File: src/design/iob_regs.vh
// Register map, field positions and reset values of the pad buffer control block.
// Included by the top module. It holds definitions only.
`ifndef IOB_REGS_VH
`define IOB_REGS_VH

// ----------------------------------------------------------------
// Register byte offsets
// ----------------------------------------------------------------
`define IOB_CTRL_OFS        12'h000
`define IOB_CAL_OFS         12'h004
`define IOB_STAT_OFS        12'h008
`define IOB_TERM_OFS        12'h00C

// ----------------------------------------------------------------
// Control register fields
// ----------------------------------------------------------------
`define IOB_C_SE_OFF        0
`define IOB_C_SE_TERM_OFF   1
`define IOB_C_CAL_OFF       2
`define IOB_C_DO_OFF        3
`define IOB_C_DT_OFF        4
`define IOB_C_DT_TERM_OFF   5
`define IOB_C_DCO_OFF       6
`define IOB_C_DCT_TERM_OFF  7
`define IOB_C_DCAL_OFF      8
`define IOB_C_TRISTATE      9
`define IOB_C_HS_OFF        10
`define IOB_C_LP_OFF        11
`define IOB_C_DOUT          12
`define IOB_CTRL_W          13
`define IOB_CTRL_RST        13'h0200

// ----------------------------------------------------------------
// Calibration register fields
// ----------------------------------------------------------------
`define IOB_K_SE_EN         0
`define IOB_K_SE_VAL        4
`define IOB_K_D_EN          8
`define IOB_K_D_VAL         12
`define IOB_CAL_W           16
`define IOB_CAL_RST         16'h0000

// ----------------------------------------------------------------
// Status widths and bus constants
// ----------------------------------------------------------------
`define IOB_STAT_W          16
`define IOB_TERM_W          4
`define IOB_PAD_W           19
`define IOB_SYNC_STAGES     2

`endif

File: src/design/iob_sync.v
// Two flip-flop synchroniser for a bundle of pad levels.
// Assumes inputs are asynchronous to pclk; only the second stage is read outside.
`timescale 1ns/1ns
module iob_sync #(
  parameter WIDTH = 1
) (
  input  wire             pclk,
  input  wire             presetn,
  input  wire [WIDTH-1:0] async_in,
  output wire [WIDTH-1:0] sync_out
);

  reg [WIDTH-1:0] meta_r;
  reg [WIDTH-1:0] sync_r;

  always @(posedge pclk or negedge presetn) begin
    if (!presetn) begin
      meta_r <= {WIDTH{1'b0}};
      sync_r <= {WIDTH{1'b0}};
    end else begin
      meta_r <= async_in;
      sync_r <= meta_r;
    end
  end

  assign sync_out = sync_r;

endmodule

File: src/design/iob_diff_rx.v
// Differential receiver with optional input-off gating and complementary output.
// Assumes synchronised pad levels; the pair reads high when true high and bar low.
`timescale 1ns/1ns
module iob_diff_rx #(
  parameter HONOR_OFF = 1
) (
  input  wire pad,
  input  wire padb,
  input  wire input_off,
  output wire fabric_out,
  output wire fabric_out_inverted
);

  wire rx;
  wire kill;

  assign rx   = pad & ~padb;
  // Off gating is wired out entirely when the variant ignores it
  assign kill = (HONOR_OFF != 0) & input_off;
  assign fabric_out          = rx & ~kill;
  assign fabric_out_inverted = ~rx & ~kill;

endmodule

File: src/design/iob_top.v
// Pad buffer control block: single-ended, differential, D-PHY and bidirectional
// buffers with input-off, termination-off, offset calibration and three-state control.
// Assumes an APB master on pclk and pad levels asynchronous to pclk.
//
// Added by the designer: the address map and the APB interface to the registers.
`timescale 1ns/1ns
`include "iob_regs.vh"
module iob_top #(
  parameter USE_INPUT_OFF_ATTR = 1
) (
  input  wire        pclk,
  input  wire        presetn,
  input  wire        psel,
  input  wire        penable,
  input  wire        pwrite,
  input  wire [11:0] paddr,
  input  wire [31:0] pwdata,
  input  wire [3:0]  pstrb,
  output reg  [31:0] prdata,
  output reg         pready,
  output reg         pslverr,
  input  wire        se_term_pad,
  input  wire        se_cal_pad,
  input  wire        d0_pad,
  input  wire        d0_padb,
  input  wire        d1_pad,
  input  wire        d1_padb,
  input  wire        d2_pad,
  input  wire        d2_padb,
  input  wire        d3_pad,
  input  wire        d3_padb,
  input  wire        d4_pad,
  input  wire        d4_padb,
  input  wire        d5_pad,
  input  wire        d5_padb,
  input  wire        d6_pad,
  input  wire        d6_padb,
  input  wire        dphy_pad,
  input  wire        dphy_padb,
  input  wire        bidir_pad_in,
  output reg         bidir_pad_out,
  output reg         bidir_pad_oe,
  output reg         se_term_fabric_out,
  output reg         se_term_on,
  output reg         se_cal_fabric_out,
  output reg         se_offset_cal_enable,
  output reg  [3:0]  se_offset_cal_value,
  output reg         d0_fabric_out,
  output reg         d1_fabric_out,
  output reg         d1_fabric_out_inverted,
  output reg         d2_fabric_out,
  output reg         d2_fabric_out_inverted,
  output reg         d3_fabric_out,
  output reg         d3_fabric_out_inverted,
  output reg         d3_term_on,
  output reg         d4_fabric_out,
  output reg         d5_fabric_out,
  output reg         d5_term_on,
  output reg         d6_fabric_out,
  output reg  [1:0]  d6_offset_cal_enable,
  output reg  [3:0]  d6_offset_cal_value,
  output reg         hs_receiver_out,
  output reg  [1:0]  lp_receiver_out,
  output reg         bidir_fabric_out,
  output reg         bidir_term_on
);

  // ----------------------------------------------------------------
  // Byte-lane merge for writes
  // ----------------------------------------------------------------
  function [31:0] iob_merge;
    input [31:0] old_v;
    input [31:0] new_v;
    input [3:0]  strb;
    integer i;
    begin
      iob_merge = old_v;
      for (i = 0; i < 4; i = i + 1) begin
        if (strb[i]) begin
          iob_merge[i*8 +: 8] = new_v[i*8 +: 8];
        end
      end
    end
  endfunction

  // ----------------------------------------------------------------
  // Pad synchronisation
  // ----------------------------------------------------------------
  wire [`IOB_PAD_W-1:0] pad_s;

  iob_sync #(
    .WIDTH (`IOB_PAD_W)
  ) u_sync (
    .pclk     (pclk),
    .presetn  (presetn),
    .async_in ({bidir_pad_in, dphy_padb, dphy_pad, d6_padb, d6_pad, d5_padb, d5_pad,
                d4_padb, d4_pad, d3_padb, d3_pad, d2_padb, d2_pad, d1_padb, d1_pad,
                d0_padb, d0_pad, se_cal_pad, se_term_pad}),
    .sync_out (pad_s)
  );

  // ----------------------------------------------------------------
  // Registers
  // ----------------------------------------------------------------
  reg  [`IOB_CTRL_W-1:0] ctrl_r;
  reg  [`IOB_CAL_W-1:0]  cal_r;
  wire [31:0]            ctrl_nxt;
  wire [31:0]            cal_nxt;
  wire                   wr_go;
  wire                   sel_ctrl;
  wire                   sel_cal;
  wire                   sel_stat;
  wire                   sel_term;
  wire                   mapped;

  assign sel_ctrl = (paddr == `IOB_CTRL_OFS);
  assign sel_cal  = (paddr == `IOB_CAL_OFS);
  assign sel_stat = (paddr == `IOB_STAT_OFS);
  assign sel_term = (paddr == `IOB_TERM_OFS);
  assign mapped   = sel_ctrl | sel_cal | sel_stat | sel_term;
  assign wr_go    = psel & penable & pready & pwrite;
  assign ctrl_nxt = iob_merge({{(32-`IOB_CTRL_W){1'b0}}, ctrl_r}, pwdata, pstrb);
  assign cal_nxt  = iob_merge({{(32-`IOB_CAL_W){1'b0}}, cal_r}, pwdata, pstrb);

  always @(posedge pclk or negedge presetn) begin
    if (!presetn) begin
      ctrl_r <= `IOB_CTRL_RST;
      cal_r  <= `IOB_CAL_RST;
    end else if (wr_go) begin
      if (sel_ctrl) begin
        ctrl_r <= ctrl_nxt[`IOB_CTRL_W-1:0];
      end
      if (sel_cal) begin
        cal_r <= cal_nxt[`IOB_CAL_W-1:0];
      end
    end
  end

  // ----------------------------------------------------------------
  // Control decode
  // ----------------------------------------------------------------
  wire attr_on;
  wire se_off;
  wire cal_off;
  wire do_off;
  wire dt_off;
  wire dcal_off;
  wire tristate;

  assign attr_on  = (USE_INPUT_OFF_ATTR != 0);
  assign se_off   = attr_on & ctrl_r[`IOB_C_SE_OFF];
  assign cal_off  = attr_on & ctrl_r[`IOB_C_CAL_OFF];
  assign do_off   = attr_on & ctrl_r[`IOB_C_DO_OFF];
  assign dt_off   = attr_on & ctrl_r[`IOB_C_DT_OFF];
  assign dcal_off = attr_on & ctrl_r[`IOB_C_DCAL_OFF];
  assign tristate = ctrl_r[`IOB_C_TRISTATE];

  // ----------------------------------------------------------------
  // Differential receivers
  // ----------------------------------------------------------------
  wire d0_o;
  wire d1_o;
  wire d1_i;
  wire d2_o;
  wire d2_i;
  wire d3_o;
  wire d3_i;
  wire d4_o;
  wire d5_o;
  wire d6_o;
  wire hs_o;

  iob_diff_rx #(.HONOR_OFF (0)) u_d0 (
    .pad                 (pad_s[2]),
    .padb                (pad_s[3]),
    .input_off           (1'b0),
    .fabric_out          (d0_o),
    .fabric_out_inverted ()
  );

  iob_diff_rx #(.HONOR_OFF (0)) u_d1 (
    .pad                 (pad_s[4]),
    .padb                (pad_s[5]),
    .input_off           (1'b0),
    .fabric_out          (d1_o),
    .fabric_out_inverted (d1_i)
  );

  // Off level is stored and read back but has no effect on the receiver
  iob_diff_rx #(.HONOR_OFF (0)) u_d2 (
    .pad                 (pad_s[6]),
    .padb                (pad_s[7]),
    .input_off           (ctrl_r[`IOB_C_DCO_OFF]),
    .fabric_out          (d2_o),
    .fabric_out_inverted (d2_i)
  );

  iob_diff_rx #(.HONOR_OFF (0)) u_d3 (
    .pad                 (pad_s[8]),
    .padb                (pad_s[9]),
    .input_off           (ctrl_r[`IOB_C_DCO_OFF]),
    .fabric_out          (d3_o),
    .fabric_out_inverted (d3_i)
  );

  iob_diff_rx #(.HONOR_OFF (1)) u_d4 (
    .pad                 (pad_s[10]),
    .padb                (pad_s[11]),
    .input_off           (do_off),
    .fabric_out          (d4_o),
    .fabric_out_inverted ()
  );

  iob_diff_rx #(.HONOR_OFF (1)) u_d5 (
    .pad                 (pad_s[12]),
    .padb                (pad_s[13]),
    .input_off           (dt_off),
    .fabric_out          (d5_o),
    .fabric_out_inverted ()
  );

  iob_diff_rx #(.HONOR_OFF (1)) u_d6 (
    .pad                 (pad_s[14]),
    .padb                (pad_s[15]),
    .input_off           (dcal_off),
    .fabric_out          (d6_o),
    .fabric_out_inverted ()
  );

  iob_diff_rx #(.HONOR_OFF (1)) u_hs (
    .pad                 (pad_s[16]),
    .padb                (pad_s[17]),
    .input_off           (ctrl_r[`IOB_C_HS_OFF]),
    .fabric_out          (hs_o),
    .fabric_out_inverted ()
  );

  // ----------------------------------------------------------------
  // Output stage: one flop after the combinational gating
  // ----------------------------------------------------------------
  always @(posedge pclk or negedge presetn) begin
    if (!presetn) begin
      se_term_fabric_out     <= 1'b0;
      se_term_on             <= 1'b1;
      se_cal_fabric_out      <= 1'b0;
      se_offset_cal_enable   <= 1'b0;
      se_offset_cal_value    <= 4'h0;
      d0_fabric_out          <= 1'b0;
      d1_fabric_out          <= 1'b0;
      d1_fabric_out_inverted <= 1'b0;
      d2_fabric_out          <= 1'b0;
      d2_fabric_out_inverted <= 1'b0;
      d3_fabric_out          <= 1'b0;
      d3_fabric_out_inverted <= 1'b0;
      d3_term_on             <= 1'b1;
      d4_fabric_out          <= 1'b0;
      d5_fabric_out          <= 1'b0;
      d5_term_on             <= 1'b1;
      d6_fabric_out          <= 1'b0;
      d6_offset_cal_enable   <= 2'h0;
      d6_offset_cal_value    <= 4'h0;
      hs_receiver_out        <= 1'b0;
      lp_receiver_out        <= 2'h0;
      bidir_fabric_out       <= 1'b0;
      bidir_term_on          <= 1'b1;
      bidir_pad_out          <= 1'b0;
      bidir_pad_oe           <= 1'b0;
    end else begin
      se_term_fabric_out     <= pad_s[0] & ~se_off;
      se_term_on             <= ~ctrl_r[`IOB_C_SE_TERM_OFF];
      // Reference tuning is not a port of this buffer
      se_cal_fabric_out      <= pad_s[1] & ~cal_off;
      se_offset_cal_enable   <= cal_r[`IOB_K_SE_EN];
      se_offset_cal_value    <= cal_r[`IOB_K_SE_VAL +: 4];
      d0_fabric_out          <= d0_o;
      d1_fabric_out          <= d1_o;
      d1_fabric_out_inverted <= d1_i;
      d2_fabric_out          <= d2_o;
      d2_fabric_out_inverted <= d2_i;
      d3_fabric_out          <= d3_o;
      d3_fabric_out_inverted <= d3_i;
      d3_term_on             <= ~ctrl_r[`IOB_C_DCT_TERM_OFF];
      d4_fabric_out          <= d4_o;
      d5_fabric_out          <= d5_o;
      d5_term_on             <= ~ctrl_r[`IOB_C_DT_TERM_OFF];
      d6_fabric_out          <= d6_o;
      d6_offset_cal_enable   <= cal_r[`IOB_K_D_EN +: 2];
      d6_offset_cal_value    <= cal_r[`IOB_K_D_VAL +: 4];
      hs_receiver_out        <= hs_o;
      lp_receiver_out        <= pad_s[17:16] & {2{~ctrl_r[`IOB_C_LP_OFF]}};
      bidir_fabric_out       <= pad_s[18];
      bidir_term_on          <= tristate;
      bidir_pad_out          <= ctrl_r[`IOB_C_DOUT];
      bidir_pad_oe           <= ~tristate;
    end
  end

  // ----------------------------------------------------------------
  // Read-back views
  // ----------------------------------------------------------------
  wire [`IOB_STAT_W-1:0] stat_v;
  wire [`IOB_TERM_W-1:0] term_v;

  assign stat_v = {bidir_fabric_out, lp_receiver_out, hs_receiver_out, d6_fabric_out,
                   d5_fabric_out, d4_fabric_out, d3_fabric_out_inverted, d3_fabric_out,
                   d2_fabric_out_inverted, d2_fabric_out, d1_fabric_out_inverted,
                   d1_fabric_out, d0_fabric_out, se_cal_fabric_out, se_term_fabric_out};
  assign term_v = {bidir_term_on, d5_term_on, d3_term_on, se_term_on};

  // ----------------------------------------------------------------
  // APB slave: one wait-free access phase, read data sampled in setup, write data in the access phase
  // ----------------------------------------------------------------
  always @(posedge pclk or negedge presetn) begin
    if (!presetn) begin
      pready  <= 1'b0;
      pslverr <= 1'b0;
      prdata  <= 32'h0000_0000;
    end else begin
      pready  <= psel & ~penable;
      pslverr <= psel & ~penable & ~mapped;
      if (psel & ~penable & ~pwrite) begin
        if (sel_ctrl) begin
          prdata <= {{(32-`IOB_CTRL_W){1'b0}}, ctrl_r};
        end else if (sel_cal) begin
          prdata <= {{(32-`IOB_CAL_W){1'b0}}, cal_r};
        end else if (sel_stat) begin
          prdata <= {{(32-`IOB_STAT_W){1'b0}}, stat_v};
        end else if (sel_term) begin
          prdata <= {{(32-`IOB_TERM_W){1'b0}}, term_v};
        end else begin
          prdata <= 32'h0000_0000;
        end
      end else if (psel & penable & pready) begin
        prdata <= 32'h0000_0000;
      end
    end
  end

endmodule

File: config.mk
export PLATFORM = sky130hd
export DESIGN_NAME = iob_top
export DESIGN_NICKNAME = d
export VERILOG_FILES = /design/src/design/iob_sync.v /design/src/design/iob_diff_rx.v /design/src/design/iob_top.v
export VERILOG_INCLUDE_DIRS = /design/src /design/src/design
export SDC_FILE = /design/constraint.sdc
export NUM_CORES = 1
export LEC_CHECK = 0
export ABC_CLOCK_PERIOD_IN_PS = 3200
export BUFFER_PORTS_ARGS = -buffer_cell sky130_fd_sc_hd__buf_4
export CAP_MARGIN = 0
export CORE_UTILIZATION = 54
export CTS_CLUSTER_DIAMETER = 120
export CTS_CLUSTER_SIZE = 30
export DETAILED_ROUTE_END_ITERATION = 7
export PLACE_DENSITY = 0.88
export SLEW_MARGIN = 20
export SYNTH_ARGS = -nofsm -noshare
export SYNTH_HDL_FRONTEND = slang
export SYNTH_SLANG_ARGS = --single-unit
File: constraint.sdc
create_clock -name pclk -period 3.2 [get_ports pclk]
set_clock_uncertainty 0.1 [all_clocks]
set_input_delay 0.48 -clock pclk [delete_from_list [all_inputs] [get_ports pclk]]
set_output_delay 0.48 -clock pclk [all_outputs]
set_load 0.1 [all_outputs]
==> results.yml <==
run_status:
  status: "finished clean"
timing:
  tightestPinTransition_ns: 0.687
  finalMaxSlewViolations: 0
  fin_setup_tns_ns: 0
  slew_headroom: 0.542
  rsz0062_at_grt: "false"
  post-route-period-util: 0.605
  hold_viol: 0
  fmax_ghz: 0.517
  min_period_ns: 1.94
  setup_viol: 0
  hold_ws_ns: 0.0785
global_routing:
  antenna_found_initial: 0
  grt_pass1_vias: 3190
  grt_max_degree: 58
  grt_overflow: 0
  grt_pass1_wl_mm: 16.0
  track_usage: 0.263
setup_path:
  crit_path_start_kind: "primary input"
  required_ns: 3.47
  path_buf_inv: 1
  arrival_ns: 2.21
  critPathSlowestCell: "nor2_4"
  cp-end-kind: "flip-flop"
  crit_chain: "buf_4 -> nor4_4 -> nand4_2 -> nor2_4 -> mux2_2"
  cp_top_family: "simple AND/OR/NAND/NOR gates"
  crit_type: "in -> reg"
  crit_path_max_incr_delay_ns: 0.45
  crit_fanout: 9
power:
  fin_total_pwr_mw: 3.66
  combPwrFrac: 0.094
  seqPwrFrac: 0.423
  ir_drop_mv: 0.538
  p_switching_uw: 915
  power.leakage_nw: 3.01
  intPower_mw: 2.74
  clkPwrFrac: 0.484
  swShare: 0.250
  powerDensity_nw_per_um2: 622
job:
  max_cap_viol_count: 0
final_layout:
  mostFrequentLayoutCells: "113 x dfrtp_1, 109 x buf_4, 28 x nand2_1"
  post-route-util: 0.765
  fillCellCount: 481
  diodes: 0
  final_common_cell: "dfrtp_1"
  drive_gt1_frac: 0.406
  area_growth_syn_to_layout_pct: 37.5
  final_nets: 510
cts:
  tritoncts.num_buffers: 17
  root_buffer: "clkbuf_8"
  path_clk_slew_ns: 0.05
  h-tree-depth: 4
  cts_setup_buffers: 0
  insertion_delay_ns: 0.50
  cts_sinks: 118
  clock_path_buffers: 2
  cts_tree: "built"
floorplanning:
  start_util: 0.556
  io_pins: 139
  rows: 32
  core_area_um2: 7690
  die_h_um: 91.0
  fp.dieW_um: 91.0
  die-area_um2: 8280
synthesis:
  syn_area_um2: 4280
  avgSynthCellArea_um2: 14.3
  netlist_instances: 300
  synth-seq-cells: 118
  synth.distinct_cells: 32
  ys_seq_area_frac: 0.692
  yosysWarnings: 0
route:
  antenna_left: 0
  routed_wl_mm: 9.72
  drt-wirelength-per-cell_um: 17.6
  vias: 2790
  first_iter_violations: 123
  drc: 0
  viasPerCell: 5.05
  drt-pass1-iter-count: 6
placement:
  port-buffer-count: 104
  place_hpwl_mm: 5.96
  gp_congestion: 0.744
min_path:
  worstHoldPathType: "in -> reg"
power by group through the flow:
stage	Combinational, mW	Sequential (mW)	Clock (mW)
after detailed placement	0.321	1.57	0
final	0.343	1.55	1.77
after CTS	0.343	1.55	1.79
after global routing	0.361	1.55	1.86
after floorplan	0.130	1.65	0
after global placement	0.316	1.57	0
worst reg2reg max path, cell delays in order (launching register included):
cell and delay (ns):
dfrtp_1 0.36, and4_1 0.38, nand2_1 0.14, nor2_4 0.31, mux2_2 0.40
per-stage QoR:
stage | area [µm²] | std cells | setup slack (ns)
floorplan | 4330 | 315 | 1.01
global placement | 5120 | 501 | 0.823
detailed placement | 5120 | 501 | 0.773
CTS | 5880 | 553 | 1.27
global route | 5880 | 553 | 1.17
finish | 5880 | 553 | 1.26
layout make-up:
type,instances,area (µm²),area share
repair buffers,129,1020,0.173
multi-input cells,156,1150,0.196
clock buffers,19,432,0.0734
well taps,102,128,0.0217
flip-flops and latches,118,2960,0.503
clock inverters,13,133,0.0225
inverters,16,60.1,0.0102
cell families (layout without fill, tap and decap cells):
kind of cell / Yosys count / after routing / synth area share
AND/OR/NAND/NOR: 77 / 77 / 0.114
buffers and inverters: 41 / 177 / 0.0518
AO/OA/AOI/OAI: 30 / 30 / 0.0489
other: 1 / 16 / 0.000877
flip-flops: 118 / 118 / 0.692
multiplexers: 33 / 33 / 0.0927
metal layers:
metal,track usage,vias to the layer above,share of wire
met5,0,-,0
met4,0.128,0,0.013
met3,0.0611,12,0.053
met2,0.434,114,0.52
met1,0.328,1403,0.41
li1,-,1261,-
worst paths after layout:
kind	from	endpoint	slack [ns]	cells past startpoint
setup / recovery	paddr[11]	ctrl_r[3]$_DFFE_PN0P_	1.26	5
setup reg to reg	pready$_DFF_PN0_	ctrl_r[3]$_DFFE_PN0P_	1.39	4
hold reg to reg	u_sync.meta_r[1]$_DFF_PN0_	u_sync.sync_out[1]$_DFF_PN0_	0.25	0
hold / removal	penable	pready$_DFF_PN0_	0.08	2
min in group asynchronous	presetn	u_sync.sync_out[12]$_DFF_PN0_	0.48	2
max in group asynchronous	presetn	d6_offset_cal_value[0]$_DFF_PN0_	1.70	3
flip-flops by register name, summed over array words and instances, names as in the netlist, 2 cells and up:
name / count
d6_offset_cal_enable: 2
ctrl_r: 13
u_sync.sync_out: 19
d6_offset_cal_value: 4
se_offset_cal_value: 4
prdata: 16
cal_r: 16
lp_receiver_out: 2
u_sync.meta_r: 19
synthesized netlist by cell type:
cell | count | area share
dfrtp_1 | 113 | 0.66
nand2_1 | 28 | 0.025
mux2_2 | 21 | 0.055
buf_4 | 17 | 0.030
inv_1 | 16 | 0.014
nor2b_1 | 15 | 0.022
a21oi_1 | 9 | 0.011
o221ai_1 | 9 | 0.018
mux2_4 | 8 | 0.028
nor2_1 | 7 | 0.0061
and2_1 | 5 | 0.0073
clkbuf_1 | 5 | 0.0044
dfstp_2 | 5 | 0.031
nor3b_1 | 5 | 0.0088
mux2i_1 | 4 | 0.0094
nand2b_1 | 4 | 0.0059
o211ai_1 | 4 | 0.0070
o21ai_0 | 4 | 0.0047
a221o_1 | 3 | 0.0070
buf_2 | 3 | 0.0035
and4_1 | 2 | 0.0041
nand4_4 | 2 | 0.0099
nor4_4 | 2 | 0.0099
and3_2 | 1 | 0.0018
and3b_1 | 1 | 0.0020
and4b_4 | 1 | 0.0032
conb_1 | 1 | 0.00088
nand3_1 | 1 | 0.0012
nand4_2 | 1 | 0.0029
nor2_2 | 1 | 0.0015
nor2_4 | 1 | 0.0026
o21ai_1 | 1 | 0.0012
what timing repair did:
action / 4_1_cts / 5_1_grt
gates resized for setup: 0 / 0
setup endpoints to repair: 0 / 0
hold endpoints to repair: 71 / 0
hold buffers: 20 / 0
Note: power is estimated with default switching activity, not from simulation.
